File: src/bsr_pkg.sv
// Package of constants for the bipolar supply setpoint block.
package bsr_pkg;
    localparam int BSR_SET_W = 16;
    localparam int BSR_AVG_N = 16;
    localparam int BSR_AVG_LOG2 = 4;
    localparam int BSR_CLK_HZ = 50_000_000;
    localparam int BSR_VALID_MS = 320;
    localparam int BSR_VALID_CYC = BSR_VALID_MS * (BSR_CLK_HZ / 1000);
    localparam int BSR_SETTLE_CYC = 1000;
    localparam logic [15:0] BSR_SET_RST = 16'h0000;
    localparam logic [15:0] BSR_MAG_MAX = 16'h7fff;
    localparam logic [15:0] BSR_NEG_MAX = 16'h8001;
endpackage : bsr_pkg

File: src/bsr_avg.sv
// Running average of the last sixteen signed measurement samples.
`timescale 1ns/100ps
`default_nettype none
module bsr_avg
    import bsr_pkg::*;
#(
    parameter int W = BSR_SET_W
) (
    input wire logic clk_sys_in,
    input wire logic rst_n_in,
    input wire logic ce_in,
    input wire logic clr_in,
    input wire logic smp_vld_in,
    input wire logic [W-1:0] smp_in,
    output logic [W-1:0] avg_out,
    output logic full_out
);
    localparam int SW = W + BSR_AVG_LOG2;
    typedef struct packed {
        logic [BSR_AVG_N-1:0][W-1:0] win;
        logic [SW-1:0] sum;
        logic [BSR_AVG_LOG2:0] cnt;
        logic [W-1:0] avg;
    } bsr_avg_st_t;
    bsr_avg_st_t s_q, s_d;

    function automatic logic [SW-1:0] sext(input logic [W-1:0] v);
        sext = {{BSR_AVG_LOG2{v[W-1]}}, v};
    endfunction

    always_comb begin
        s_d = s_q;
        if (clr_in) begin
            s_d = '0;
        end else if (smp_vld_in) begin
            // Window sum: add newest, drop oldest; stays exact with no drift.
            s_d.sum = s_q.sum + sext(smp_in) - sext(s_q.win[BSR_AVG_N-1]);
            s_d.win = {s_q.win[BSR_AVG_N-2:0], smp_in};
            if (s_q.cnt != BSR_AVG_N[BSR_AVG_LOG2:0]) begin
                s_d.cnt = s_q.cnt + 1'b1;
            end
            s_d.avg = s_d.sum[SW-1:BSR_AVG_LOG2];
        end
    end

    always_ff @(posedge clk_sys_in) begin
        if (!rst_n_in) begin
            s_q <= '0;
        end else if (ce_in) begin
            s_q <= s_d;
        end
    end

    assign avg_out = s_q.avg;
    assign full_out = (s_q.cnt == BSR_AVG_N[BSR_AVG_LOG2:0]);
endmodule : bsr_avg
`default_nettype wire

File: src/bsr_top.sv
// Setpoint hold, analog drive and averaged readback control for the card.
// Functional notes
// - Start in local mode; front panel controls.
// - Reset zeroes voltage, current; output off.
// - Setpoints are signed 16-bit, 15-bit magnitude.
// - Accepted setpoint updates analog control output in remote with output on.
// - Readback averages the last sixteen samples.
// - Readback valid after settle plus 320 ms.
// - Enabled card overrides the analog control path.
`timescale 1ns/100ps
`default_nettype none
module bsr_top
    import bsr_pkg::*;
#(
    parameter int W = BSR_SET_W,
    parameter int SETTLE_CYC = BSR_SETTLE_CYC,
    parameter int VALID_CYC = BSR_VALID_CYC
) (
    input wire logic clk_sys_in,
    input wire logic rst_n_in,
    input wire logic ce_in,
    input wire logic card_en_in,
    input wire logic remote_req_in,
    input wire logic local_req_in,
    input wire logic volt_wr_in,
    input wire logic curr_wr_in,
    input wire logic [W-1:0] set_in,
    input wire logic out_on_wr_in,
    input wire logic out_on_in,
    input wire logic [W-1:0] panel_volt_in,
    input wire logic [W-1:0] panel_curr_in,
    input wire logic [W-1:0] analog_volt_in,
    input wire logic [W-1:0] analog_curr_in,
    input wire logic meas_sel_curr_in,
    input wire logic meas_vld_in,
    input wire logic [W-1:0] meas_in,
    output logic remote_out,
    output logic out_on_out,
    output logic [W-1:0] volt_drive_out,
    output logic [W-1:0] curr_drive_out,
    output logic [W-1:0] readback_out,
    output logic readback_vld_out,
    output logic analog_path_off_out
);
    typedef enum logic [1:0] {
        BSR_IDLE,
        BSR_SETTLE,
        BSR_WAIT,
        BSR_VALID
    } bsr_rb_t;

    // One register holds all top-level state and the averager shares ce_in, so ce_in low freezes both.
    typedef struct packed {
        logic remote;
        logic out_on;
        logic [W-1:0] volt_set;
        logic [W-1:0] curr_set;
        logic [W-1:0] volt_drv;
        logic [W-1:0] curr_drv;
        logic meas_curr;
        bsr_rb_t rb;
        logic [31:0] tmr;
        logic [W-1:0] rb_val;
        logic rb_vld;
        logic path_off;
    } bsr_st_t;

    bsr_st_t s_q, s_d;
    logic [W-1:0] avg;
    logic avg_full;
    logic avg_clr;

    // Clamp to the 15-bit magnitude range; the lone most-negative code
    // has no positive twin, so it is pulled to the symmetric limit.
    function automatic logic [W-1:0] clamp_mag(input logic [W-1:0] v);
        if (v == {1'b1, {(W-1){1'b0}}}) begin
            clamp_mag = {1'b1, {(W-2){1'b0}}, 1'b1};
        end else begin
            clamp_mag = v;
        end
    endfunction

    // Any host write restarts the readback settling sequence.
    function automatic logic host_write(input logic v_wr, input logic c_wr,
            input logic o_wr);
        host_write = v_wr || c_wr || o_wr;
    endfunction

    // Timer step that saturates, so a stalled average cannot wrap it.
    function automatic logic [31:0] tmr_step(input logic [31:0] t);
        if (t == 32'hffff_ffff) begin
            tmr_step = t;
        end else begin
            tmr_step = t + 32'h0000_0001;
        end
    endfunction

    // The averager is emptied on the cycle in which settling starts.
    assign avg_clr = (s_q.rb == BSR_IDLE) && (s_d.rb == BSR_SETTLE);

    // Only samples taken after the latest restart enter the window.
    bsr_avg #(
        .W(W)
    ) u_avg (
        .clk_sys_in(clk_sys_in),
        .rst_n_in(rst_n_in),
        .ce_in(ce_in),
        .clr_in(avg_clr),
        .smp_vld_in(meas_vld_in),
        .smp_in(meas_in),
        .avg_out(avg),
        .full_out(avg_full)
    );

    always_comb begin
        s_d = s_q;
        // The flag follows the enable one cycle late, like every output.
        s_d.path_off = card_en_in;
        // Remote needs the card enabled; a disabled card falls to local.
        if (remote_req_in && card_en_in) begin
            s_d.remote = 1'b1;
        end else if (local_req_in || !card_en_in) begin
            s_d.remote = 1'b0;
        end
        if (volt_wr_in) begin
            s_d.volt_set = clamp_mag(set_in);
        end
        if (curr_wr_in) begin
            s_d.curr_set = clamp_mag(set_in);
        end
        if (out_on_wr_in) begin
            s_d.out_on = out_on_in;
        end
        // Drive selection; an enabled card never passes the analog inputs.
        if (!card_en_in) begin
            s_d.volt_drv = analog_volt_in;
            s_d.curr_drv = analog_curr_in;
        end else if (!s_d.remote) begin
            s_d.volt_drv = panel_volt_in;
            s_d.curr_drv = panel_curr_in;
        end else if (s_d.out_on) begin
            s_d.volt_drv = s_d.volt_set;
            s_d.curr_drv = s_d.curr_set;
        end else begin
            // Remote with the output off holds both drives at zero.
            s_d.volt_drv = BSR_SET_RST;
            s_d.curr_drv = BSR_SET_RST;
        end
        // A new setpoint or a new measured quantity restarts settling.
        if (host_write(volt_wr_in, curr_wr_in, out_on_wr_in) ||
                meas_sel_curr_in != s_q.meas_curr) begin
            s_d.rb = BSR_IDLE;
            s_d.meas_curr = meas_sel_curr_in;
        end
        // Validity runs settle, then the full interval, then valid.
        case (s_q.rb)
            BSR_IDLE: begin
                if (s_d.rb == BSR_IDLE && !host_write(volt_wr_in,
                        curr_wr_in, out_on_wr_in)) begin
                    s_d.rb = BSR_SETTLE;
                end
                s_d.tmr = '0;
                s_d.rb_vld = 1'b0;
            end
            BSR_SETTLE: begin
                if (s_d.rb != BSR_IDLE) begin
                    s_d.tmr = tmr_step(s_q.tmr);
                    if (s_q.tmr >= 32'(SETTLE_CYC - 1)) begin
                        s_d.rb = BSR_WAIT;
                        s_d.tmr = '0;
                    end
                end
            end
            BSR_WAIT: begin
                if (s_d.rb != BSR_IDLE) begin
                    s_d.tmr = tmr_step(s_q.tmr);
                    // A full window of post-restart samples is needed too.
                    if (s_q.tmr >= 32'(VALID_CYC - 1) && avg_full) begin
                        s_d.rb = BSR_VALID;
                    end
                end
            end
            BSR_VALID: begin
                if (s_d.rb != BSR_IDLE) begin
                    // While valid the readback tracks every new sample.
                    s_d.rb_val = avg;
                    s_d.rb_vld = 1'b1;
                end
            end
            default: begin
                s_d.rb = BSR_IDLE;
            end
        endcase
        // Any exit from the valid state drops the flag in the same cycle.
        if (s_d.rb != BSR_VALID) begin
            s_d.rb_vld = 1'b0;
        end
    end

    always_ff @(posedge clk_sys_in) begin
        // Reset wins over the clock enable, so power-up always zeroes.
        if (!rst_n_in) begin
            s_q <= '0;
            s_q.volt_set <= BSR_SET_RST;
            s_q.curr_set <= BSR_SET_RST;
            s_q.rb <= BSR_IDLE;
        end else if (ce_in) begin
            s_q <= s_d;
        end
    end

    // Every output is a field of the state register.
    assign remote_out = s_q.remote;
    assign out_on_out = s_q.out_on;
    assign volt_drive_out = s_q.volt_drv;
    assign curr_drive_out = s_q.curr_drv;
    assign readback_out = s_q.rb_val;
    assign readback_vld_out = s_q.rb_vld;
    assign analog_path_off_out = s_q.path_off;
endmodule : bsr_top
`default_nettype wire

File: config.mk
export PLATFORM = sky130hd
export DESIGN_NAME = bsr_top
export DESIGN_NICKNAME = d
export VERILOG_FILES = /design/src/bsr_pkg.sv /design/src/bsr_avg.sv /design/src/bsr_top.sv
export SDC_FILE = /design/constraint.sdc
export NUM_CORES = 1
export LEC_CHECK = 0
export BUFFER_PORTS_ARGS = -buffer_cell sky130_fd_sc_hd__buf_4
export CORE_MARGIN = 2
export CORE_UTILIZATION = 42
export CTS_CLUSTER_SIZE = 10
export DETAILED_ROUTE_END_ITERATION = 16
export GPL_TIMING_DRIVEN = 0
export PLACE_DENSITY = 0.59
export SYNTH_ARGS = -nofsm -noshare
export SYNTH_HDL_FRONTEND = slang
export SYNTH_SLANG_ARGS = --single-unit
File: constraint.sdc
create_clock -name clk_sys_in -period 6.3 [get_ports clk_sys_in]
set_input_delay 1.26 -clock clk_sys_in [delete_from_list [all_inputs] [get_ports clk_sys_in]]
set_output_delay 1.26 -clock clk_sys_in [all_outputs]
set_load 0.01 [all_outputs]
==> results of run 1 <==
==> sequential cells by signal, summed over array words and instances (netlist names) <==
register	cells
u_avg.s_q	265
s_q	67
curr_drive_out	16
readback_out	16
u_avg.avg_out	16
volt_drive_out	16
analog_path_off_out	1
out_on_out	1
readback_vld_out	1
remote_out	1
==> power by group through the flow <==
stage,Clock (µW),Combinational [µW],Sequential (µW)
finish,2480,801,2620
global route,2630,893,2620
CTS,2540,801,2610
detailed placement,0,797,2670
global placement,0,781,2670
floorplan,0,542,2660
==> cell type report <==
cell class / count / area [µm²] / share of cell area (%)
multi-input cells: 1264 / 7840 / 38.6
clock buffers: 54 / 1220 / 6.02
repair buffers: 158 / 1190 / 5.84
plain buffers: 190 / 931 / 4.58
well taps: 525 / 657 / 3.23
flip-flops and latches: 400 / 8010 / 39.4
clock inverters: 6 / 141 / 0.696
inverters: 86 / 323 / 1.59
==> logic make-up after synthesis <==
kind of cell,count (synthesis),synth area share [%]
mux,39,2.37
buf+inv,276,7.33
compound gates,495,20.4
simple gates,642,16.8
xor+xnor,44,2.25
flops,400,46.8
fa+ha+maj,44,4.05
==> layer usage <==
metal  global-route usage, %  vias to the layer above  share of wire, %
met5                       0                        -                 0
met4                    8.85                        0               3.4
met3                    3.91                      102               5.3
met2                    37.2                      389                46
met1                    29.3                     6978                45
li1                        -                     7192                 -
==> worst min-delay path: cells and delay by family (launching register included) <==
kind	cells	cell delay (ps)
compound gates	1	50
simple gates	1	50
flops	1	300
==> worst paths after layout <==
kind            startpoint           endpoint  slack [ps]  cells after the start
max             meas_in[1]  u_avg.avg_out[10]        2480                     11
min reg2reg       s_q[116]           s_q[116]         450                      2
min               s_q[116]           s_q[116]         450                      2
max reg2reg  u_avg.s_q[22]  u_avg.avg_out[10]        2950                     10
==> synth_stat cells (all sizes together), types with 7 or more instances <==
| master | instances |
|---|---|
| o211ai | 49 |
| dfxtp | 400 |
| mux2 | 12 |
| ha | 25 |
| a31oi | 8 |
| nor2 | 370 |
| and3 | 13 |
| o22ai | 17 |
| nand4 | 18 |
| nand2 | 119 |
| a221oi | 13 |
| clkbuf | 121 |
| a22oi | 265 |
| a21oi | 83 |
| nor3 | 38 |
| nand3 | 20 |
| nor4b | 7 |
| inv | 86 |
| nor4 | 15 |
| buf | 69 |
| o21ai | 22 |
| xor2 | 19 |
| mux2i | 27 |
| xnor2 | 25 |
| fa | 19 |
==> stage by stage <==
| stage | util, % | setup WS, ps | hold slack [ps] |
|---|---|---|---|
| 6_report | 50.8 | 2480 | 455 |
| 5_1_grt | 50.8 | 2240 | 474 |
| 4_1_cts | 50.8 | 2550 | 454 |
| 3_5_place_dp | 47.4 | 1950 | 446 |
| 3_3_place_gp | 47.4 | 1990 | 441 |
| 2_1_floorplan | - | 2530 | 432 |
==> metrics.yaml, run 1 <==
status: "complete, no violations"
cts_root_buf: "clkbuf_16"
place_area_um2: 18900
start_util_pct: 42.8
final_cell_mix: "dfxtp_1, nor2_1, a22oi_1"
via_count: 14700
nFillCells: 3803
grt_pass1_vias: 14300
drtIter0Drc: 901
clock_path_buffers: 3
comb_power_share_pct: 13.6
drt-pass1-iter-count: 5
overflow: 0
io_buffers: 158
htreeDepth: 2
ant_nets: 0
drv_cap: 0
ys_ff_latch: 400
wl_per_cell_um: 17.8
p_seq_share_pct: 44.4
crit_slowest_cell: "a221oi_1"
gp_congestion: 0.889
final_common_cell: "dfxtp_1"
switchingPower_uw: 1540
ir_drop_mv: 0.205
cts.sinks: 400
drive_gt1_share_pct: 14.5
crit_fanout: 4
finalHoldViolations: 0
synth_nets: 2092
period_needed_ps: 3820
fmax_mhz: 262
setup_viol: 0
std_cell_rows: 73
synth_area_um2: 17100
p_clk_share_pct: 42.0
io_pins: 160
post-cts-setup-buffer-count: 0
fin_worst_skew_ps: 35.6
nets: 2299
drc_errors: 0
dp_hpwl_mm: 35.9
clkLatencyLatePin_ps: 600
slew_headroom_pct: 47.6
cts_inserted_buffers: 47
cp_data_arrival_time_ps: 4260
synth_warnings: 0
leakage_uw: 0.00774
cp.required_ps: 6740
path_clk_slew_ps: 50
power.density_nw_per_um2: 290
wl_mm: 47.8
area_delta_synth_final_pct: 18.7
synth_top_area_cell: "dfxtp_1"
vias_per_cell: 5.46
tightestPinTransition_ps: 780
syn_avg_cell_area_um2: 8.82
synth-edff-count: 0
syn-instance-count: 1940
slowest_delay_ps: 650
numPlacedInstances: 2623
ys_seq_area_share_pct: 46.8
worst_setup_path_start_kind: "input pin"
grt_antenna_before_repair: 0
critical_path.top_delay_family: "compound AO/OA/AOI/OAI gates"
antennaDiodeCount: 0
setup_tns_ps: 0
final_area_um2: 20300
synth.area.top_cells: "dfxtp_1, a22oi_1, nor2_1, clkbuf_1, nand2_1"
critPathBufInv: 3
grt_pass1_wl_mm: 75.9
rsz0062_at_grt: "no"
die_h_um: 206
p_total_uw: 5890
holdBufCountCts: 0
die_w_um: 206
core_area_um2: 40000
hold_path.class: "flip-flop to flip-flop"
period_share_pct: 60.6
track_usage_pct: 22.5
p_int_uw: 4350
ys_async_sr_fraction_pct: 0
ys.flop_type: "dfxtp_1"
grt_max_degree: 15
cts_tree: "done"
cp-end-kind: "flip-flop"
fin_cells: 2683
post_cts_resized: 0
dieArea_um2: 42400
synth_top_area_share_pct: 46.8
p_sw_share_pct: 26.2
path_cells: "buf_4 > inv_1 > fa_1 > inv_1 > fa_1 > a21o_1 > a221oi_1 > o21ai_0 > o31a_1 > nor3_1 > o32ai_1"
finalMaxSlewViolations: 0
synth_cell_types: 68
path_class: "input pin to flip-flop"
Power figures use the tool's default switching activity.
==> run 2: changes to the inputs <==
--- a/config.mk
+++ b/config.mk
@@ -11,7 +11,7 @@
 export CTS_CLUSTER_SIZE = 10
 export DETAILED_ROUTE_END_ITERATION = 16
 export GPL_TIMING_DRIVEN = 0
-export PLACE_DENSITY = 0.59
+export PLACE_DENSITY = 0.61
 export SYNTH_ARGS = -nofsm -noshare
 export SYNTH_HDL_FRONTEND = slang
 export SYNTH_SLANG_ARGS = --single-unit
==> constraint.sdc (replaced) <==
create_clock -name clk_sys_in -period 3.1 [get_ports clk_sys_in]
set_input_delay 0.62 -clock clk_sys_in [delete_from_list [all_inputs] [get_ports clk_sys_in]]
set_output_delay 0.62 -clock clk_sys_in [all_outputs]
set_load 0.01 [all_outputs]
==> run 2 against run 1 <==
Compared with the run above:
- power is 100% higher
- non-clock buffer count stayed put
- clock power is 96% higher
- cell area hardly changed
- combinational power is 110% higher
- flip-flop and latch count stayed put
- via count hardly changed
- sequential power is 100% higher
- cell count hardly changed
- hold slack worse by 130 ps
- count of clock-buffer cells in the layout is 3 higher
- largest cell class unchanged
- highest routed layer unchanged
==> metrics.yaml, run 2 (synthesis results as in run 1) <==
nets: 2299  # unchanged
reg.largest.list: "u_avg.s_q x265, s_q x67"
fin_worst_skew_ps: 13.0  # -22.6 ps
ant_nets: 0  # unchanged
final_common_cell: "dfxtp_1"
regMostFlops: "u_avg.s_q"
dp_hpwl_mm: 35.4  # -1.4%
regToRegStartpoint: "u_avg.s_q[22]"
rr_worst_depth: 10  # unchanged
cts_inserted_buffers: 47  # unchanged
leakage_uw: 0.00773  # -0.12%
die_h_um: 206  # unchanged
die_w_um: 206  # unchanged
cp.required_ps: 3500  # -3240 ps
fmax_mhz: 338
post-cts-setup-buffer-count: 0  # unchanged
gp_congestion: 0.911  # +2.5%
clkLatencyLatePin_ps: 560  # -40 ps
drtIter0Drc: 897  # -0.44%
final_area_um2: 20300  # about the same
worst_setup_path_start_kind: "flip-flop"
hold_path_depth: 3  # +1
antennaDiodeCount: 0  # unchanged
post_cts_resized: 0  # unchanged
worstHoldStart: "meas_in[1]"
min_to: "u_avg.s_q[42]"
grt_pass1_vias: 14200  # -0.27%
finalMaxSlewViolations: 0  # unchanged
start_util_pct: 42.8  # unchanged
largest_register_ffs: 265  # unchanged
place_area_um2: 19000  # about the same
wl_mm: 47.1  # -1.5%
reg2reg_to: "u_avg.avg_out[14]"
hold_path.class: "input pin to flip-flop"
track_usage_pct: 22.1  # -0.47 points
path_clk_slew_ps: 60  # about the same
ff2ff_setup_slack_ps: 140  # -2810 ps
ir_drop_mv: 0.423  # +110%
cts_root_buf: "clkbuf_16"
htreeDepth: 2  # unchanged
rsz0062_at_grt: "yes"
fin_cells: 2684  # +0.037%
drive_gt1_share_pct: 14.8  # +0.27 points
io_pins: 160  # unchanged
cp-end-kind: "flip-flop"
via_count: 14700  # -0.020%
crit_fanout: 4  # unchanged
wl_per_cell_um: 17.6  # -1.5%
dieArea_um2: 42400  # unchanged
vias_per_cell: 5.46  # about the same
area_delta_synth_final_pct: 18.7  # about the same
cts_tree: "done"
final_cell_mix: "dfxtp_1, nor2_1, a22oi_1"
period_share_pct: 95.4
slew_headroom_pct: 42.6  # -5.0 points
grt_pass1_wl_mm: 74.9  # -1.3%
power.density_nw_per_um2: 583  # +100%
cp_data_arrival_time_ps: 3360  # -900 ps
grt_antenna_before_repair: 1  # +1
clock_path_buffers: 3  # unchanged
crit_start: "u_avg.s_q[22]"
numPlacedInstances: 2623  # unchanged
core_area_um2: 40000  # unchanged
overflow: 0  # unchanged
status: "complete, no violations"
setup_tns_ps: 0  # unchanged
tightestPinTransition_ps: 855  # +74.0 ps
hold-worst-slack_ps: 323  # -132 ps
period_needed_ps: 2960
drc_errors: 0  # unchanged
grt_max_degree: 14  # -1
setup_viol: 0  # unchanged
path_class: "flip-flop to flip-flop"
finalHoldViolations: 0  # unchanged
drt-pass1-iter-count: 5  # unchanged
cts.sinks: 400  # unchanged
io_buffers: 158  # unchanged
drv_cap: 0  # unchanged
holdBufCountCts: 0  # unchanged
std_cell_rows: 73  # unchanged
nFillCells: 3855  # +1.4%
[run 2: stage by stage]
stage | setup WS [ps] | util, % | power [µW]
6_report | 142 | 50.8 | 11800
5_1_grt | -16.6 | 50.8 | 12400
4_1_cts | 10.7 | 50.7 | 11900
3_5_place_dp | -387 | 47.4 | 7040
2_1_floorplan | 102 | - | 6510
3_3_place_gp | -342 | 47.4 | 7010
[run 2: layout make-up]
cell class | instances | area, µm² | share of cell area [%]
inverter | 86 | 323 | 1.59
timing repair buffer | 158 | 1190 | 5.84
clock buffer | 57 | 1250 | 6.17
tap | 525 | 657 | 3.24
clock inverter | 4 | 63.8 | 0.314
sequential | 400 | 8010 | 39.4
buffer | 190 | 931 | 4.58
multi-input combinational | 1264 | 7880 | 38.8
[run 2: metal layers]
metal | share of wire (%) | wire [µm] | GRT usage [%]
met4 | 3.1 | 1470 | 7.93
met5 | 0 | 0 | 0
met3 | 5.7 | 2700 | 3.67
met2 | 46 | 21600 | 36.2
met1 | 45 | 21400 | 29.2
[run 2: worst max path at each step]
stage               cells past startpoint           endpoint  slack, ps
floorplan                              10  u_avg.avg_out[10]        100
global placement                       11  u_avg.avg_out[13]       -340
detailed placement                     11  u_avg.avg_out[13]       -390
CTS                                    10  u_avg.avg_out[13]         10
global route                           10  u_avg.avg_out[14]        -20
finish                                 10  u_avg.avg_out[14]        140
[run 2: report_power, final]
part           switching [µW]  total, µW  internal (µW)
Combinational             997       1650            653
Clock                    2050       4870           2820
Sequential               56.6       5310           5260
Total                    3100      11800           8730
[run 2: worst max-delay path: stages, from the launching register on]
cell and delay (ps):
dfxtp_1 320, inv_1 60, fa_1 500, inv_1 70, fa_1 480, a21o_1 230
a221oi_4 420, o2111a_2 320, o21ai_0 120, mux2i_1 170, o221ai_1 110
==> run 3: changes to the inputs <==
--- a/config.mk
+++ b/config.mk
@@ -12,6 +12,7 @@
 export DETAILED_ROUTE_END_ITERATION = 16
 export GPL_TIMING_DRIVEN = 0
 export PLACE_DENSITY = 0.61
+export RECOVER_POWER = 25
 export SYNTH_ARGS = -nofsm -noshare
 export SYNTH_HDL_FRONTEND = slang
 export SYNTH_SLANG_ARGS = --single-unit
==> run 3 against run 2 <==
Compared with the run above:
- count of clock-buffer cells in the layout stayed put
- clock skew is 0.77 ps lower
- setup slack worse by 13 ps
- die area stayed put
- wire length is 0.15% higher
- core utilization is 0.49 points lower
- cell count hardly changed
- largest power group unchanged
- critical path depth stayed put
- clock power hardly changed
- hold slack hardly changed
- cell area is 0.97% lower
- critical endpoint unchanged
- largest cell class unchanged
==> metrics.yaml, run 3 (synthesis results as in run 1) <==
min_to: "u_avg.s_q[42]"
setup_viol: 0  # unchanged
via_count: 14700  # +0.39%
cts_root_buf: "clkbuf_16"
drive_gt1_share_pct: 12.3  # -2.5 points
cp_data_arrival_time_ps: 3380  # +20 ps
die_w_um: 206  # unchanged
final_cell_mix: "dfxtp_1, nor2_1, a22oi_1"
cts_inserted_buffers: 47  # unchanged
dp_hpwl_mm: 35.4  # unchanged
core_area_um2: 40000  # unchanged
dieArea_um2: 42400  # unchanged
io_buffers: 158  # unchanged
post_cts_resized: 0  # unchanged
hold_path.class: "input pin to flip-flop"
post-cts-setup-buffer-count: 0  # unchanged
reg2reg_to: "u_avg.avg_out[14]"
wl_per_cell_um: 17.6  # +0.11%
htreeDepth: 2  # unchanged
cts_tree: "done"
worstHoldStart: "meas_in[1]"
period_share_pct: 95.9  # +0.43 points
cp-end-kind: "flip-flop"
track_usage_pct: 22.1  # unchanged
cts.sinks: 400  # unchanged
drv_cap: 0  # unchanged
area_delta_synth_final_pct: 17.5
drtIter0Drc: 924  # +3.0%
grt_pass1_vias: 14200  # unchanged
slowest_delay_ps: 500  # about the same
fmax_mhz: 337  # -0.45%
io_pins: 160  # unchanged
slew_headroom_pct: 42.3  # -0.30 points
path_cells: "inv_1 > fa_1 > inv_1 > fa_1 > a21o_1 > a221oi_4 > o2111a_2 > o21ai_0 > mux2i_1 > o221ai_1"
overflow: 0  # unchanged
ff2ff_setup_slack_ps: 130  # about the same
finalHoldViolations: 0  # unchanged
ir_drop_mv: 0.423  # about the same
worst_setup_path_start_kind: "flip-flop"
regMostFlops: "u_avg.s_q"
wl_mm: 47.2  # +0.15%
period_needed_ps: 2970  # +13.4 ps
critical_path.top_delay_family: "compound AO/OA/AOI/OAI gates"
cp.required_ps: 3510  # about the same
holdBufCountCts: 0  # unchanged
gp_congestion: 0.911  # unchanged
grt_max_degree: 14  # unchanged
p_total_uw: 11800  # -0.18%
path_clk_slew_ps: 60  # about the same
finalMaxSlewViolations: 0  # unchanged
clock_path_buffers: 3  # unchanged
largest_register_ffs: 265  # unchanged
regToRegStartpoint: "u_avg.s_q[22]"
critPathBufInv: 2  # unchanged
rsz0062_at_grt: "yes"
crit_fanout: 4  # unchanged
setup_ws_ps: 129  # -13.4 ps
die_h_um: 206  # unchanged
clkLatencyLatePin_ps: 560  # about the same
hold_path_depth: 3  # unchanged
reg.largest.list: "u_avg.s_q x265, s_q x67"
crit_start: "u_avg.s_q[22]"
fin_worst_skew_ps: 12.2  # -0.768 ps
nets: 2299  # unchanged
start_util_pct: 42.8  # unchanged
dp_slack_ps: -387  # unchanged
leakage_uw: 0.00752  # -2.8%
path_class: "flip-flop to flip-flop"
drt-pass1-iter-count: 5  # unchanged
ant_nets: 0  # unchanged
drc_errors: 0  # unchanged
grt_antenna_before_repair: 1  # unchanged
status: "complete, no violations"
power.density_nw_per_um2: 587  # +0.80%
final_common_cell: "dfxtp_1"
grt_pass1_wl_mm: 74.9  # unchanged
vias_per_cell: 5.48  # +0.35%
tightestPinTransition_ps: 859  # +4.54 ps
rr_worst_depth: 10  # unchanged
crit_slowest_cell: "fa_1"
std_cell_rows: 73  # unchanged
run 3: area by class of cell:
cell class	instances	area, µm²
fill	3908	19900
sequential	400	8010
multi-input combinational	1264	7870
clock buffer	57	1250
timing repair buffer	158	1000
buffer	190	927
tap	525	657
inverter	86	323
clock inverter	4	63.8
antenna	1	2.50
run 3: metal layers:
metal | up-vias | wire [µm] | part of all wire (%) | GRT usage [%]
li1 | 7216 | - | - | -
met2 | 389 | 21500 | 46 | 36.2
met4 | 0 | 1450 | 3.1 | 7.93
met3 | 95 | 2700 | 5.7 | 3.67
met1 | 7015 | 21500 | 46 | 29.2
met5 | - | 0 | 0 | 0
run 3: worst max path at each step:
stage	slack (ps)	to	depth (start not counted)
after CTS	10	u_avg.avg_out[13]	10
after global placement	-340	u_avg.avg_out[13]	11
final	130	u_avg.avg_out[14]	10
after floorplan	100	u_avg.avg_out[10]	10
after detailed placement	-390	u_avg.avg_out[13]	11
after global routing	-20	u_avg.avg_out[14]	10
run 3: metrics by stage:
| step | TNS (ps) | hold slack (ps) | area, µm² | cells | util [%] |
|---|---|---|---|---|---|
| floorplan | 0 | 432 | 17100 | 1940 | - |
| global placement | -2550 | 442 | 19000 | 2623 | 47.4 |
| CTS | 0 | 307 | 20300 | 2684 | 50.7 |
| global route | -16.6 | 328 | 20100 | 2684 | 50.3 |
| finish | 0 | 323 | 20100 | 2685 | 50.3 |
| detailed placement | -3010 | 448 | 19000 | 2623 | 47.4 |
run 3: worst register-to-register path, delay by kind of cell, from the launching register on:
kind / cells / cell delay (ps)
AO/OA/AOI/OAI: 5 / 1220
buffers and inverters: 2 / 130
multiplexers: 1 / 170
adder cells (fa/ha/maj): 2 / 980
flip-flops: 1 / 320
run 3: where the power goes:
part | internal [µW] | switching, µW
Combinational | 630 | 997
Clock | 2820 | 2050
Sequential | 5260 | 56.6
Total | 8710 | 3100
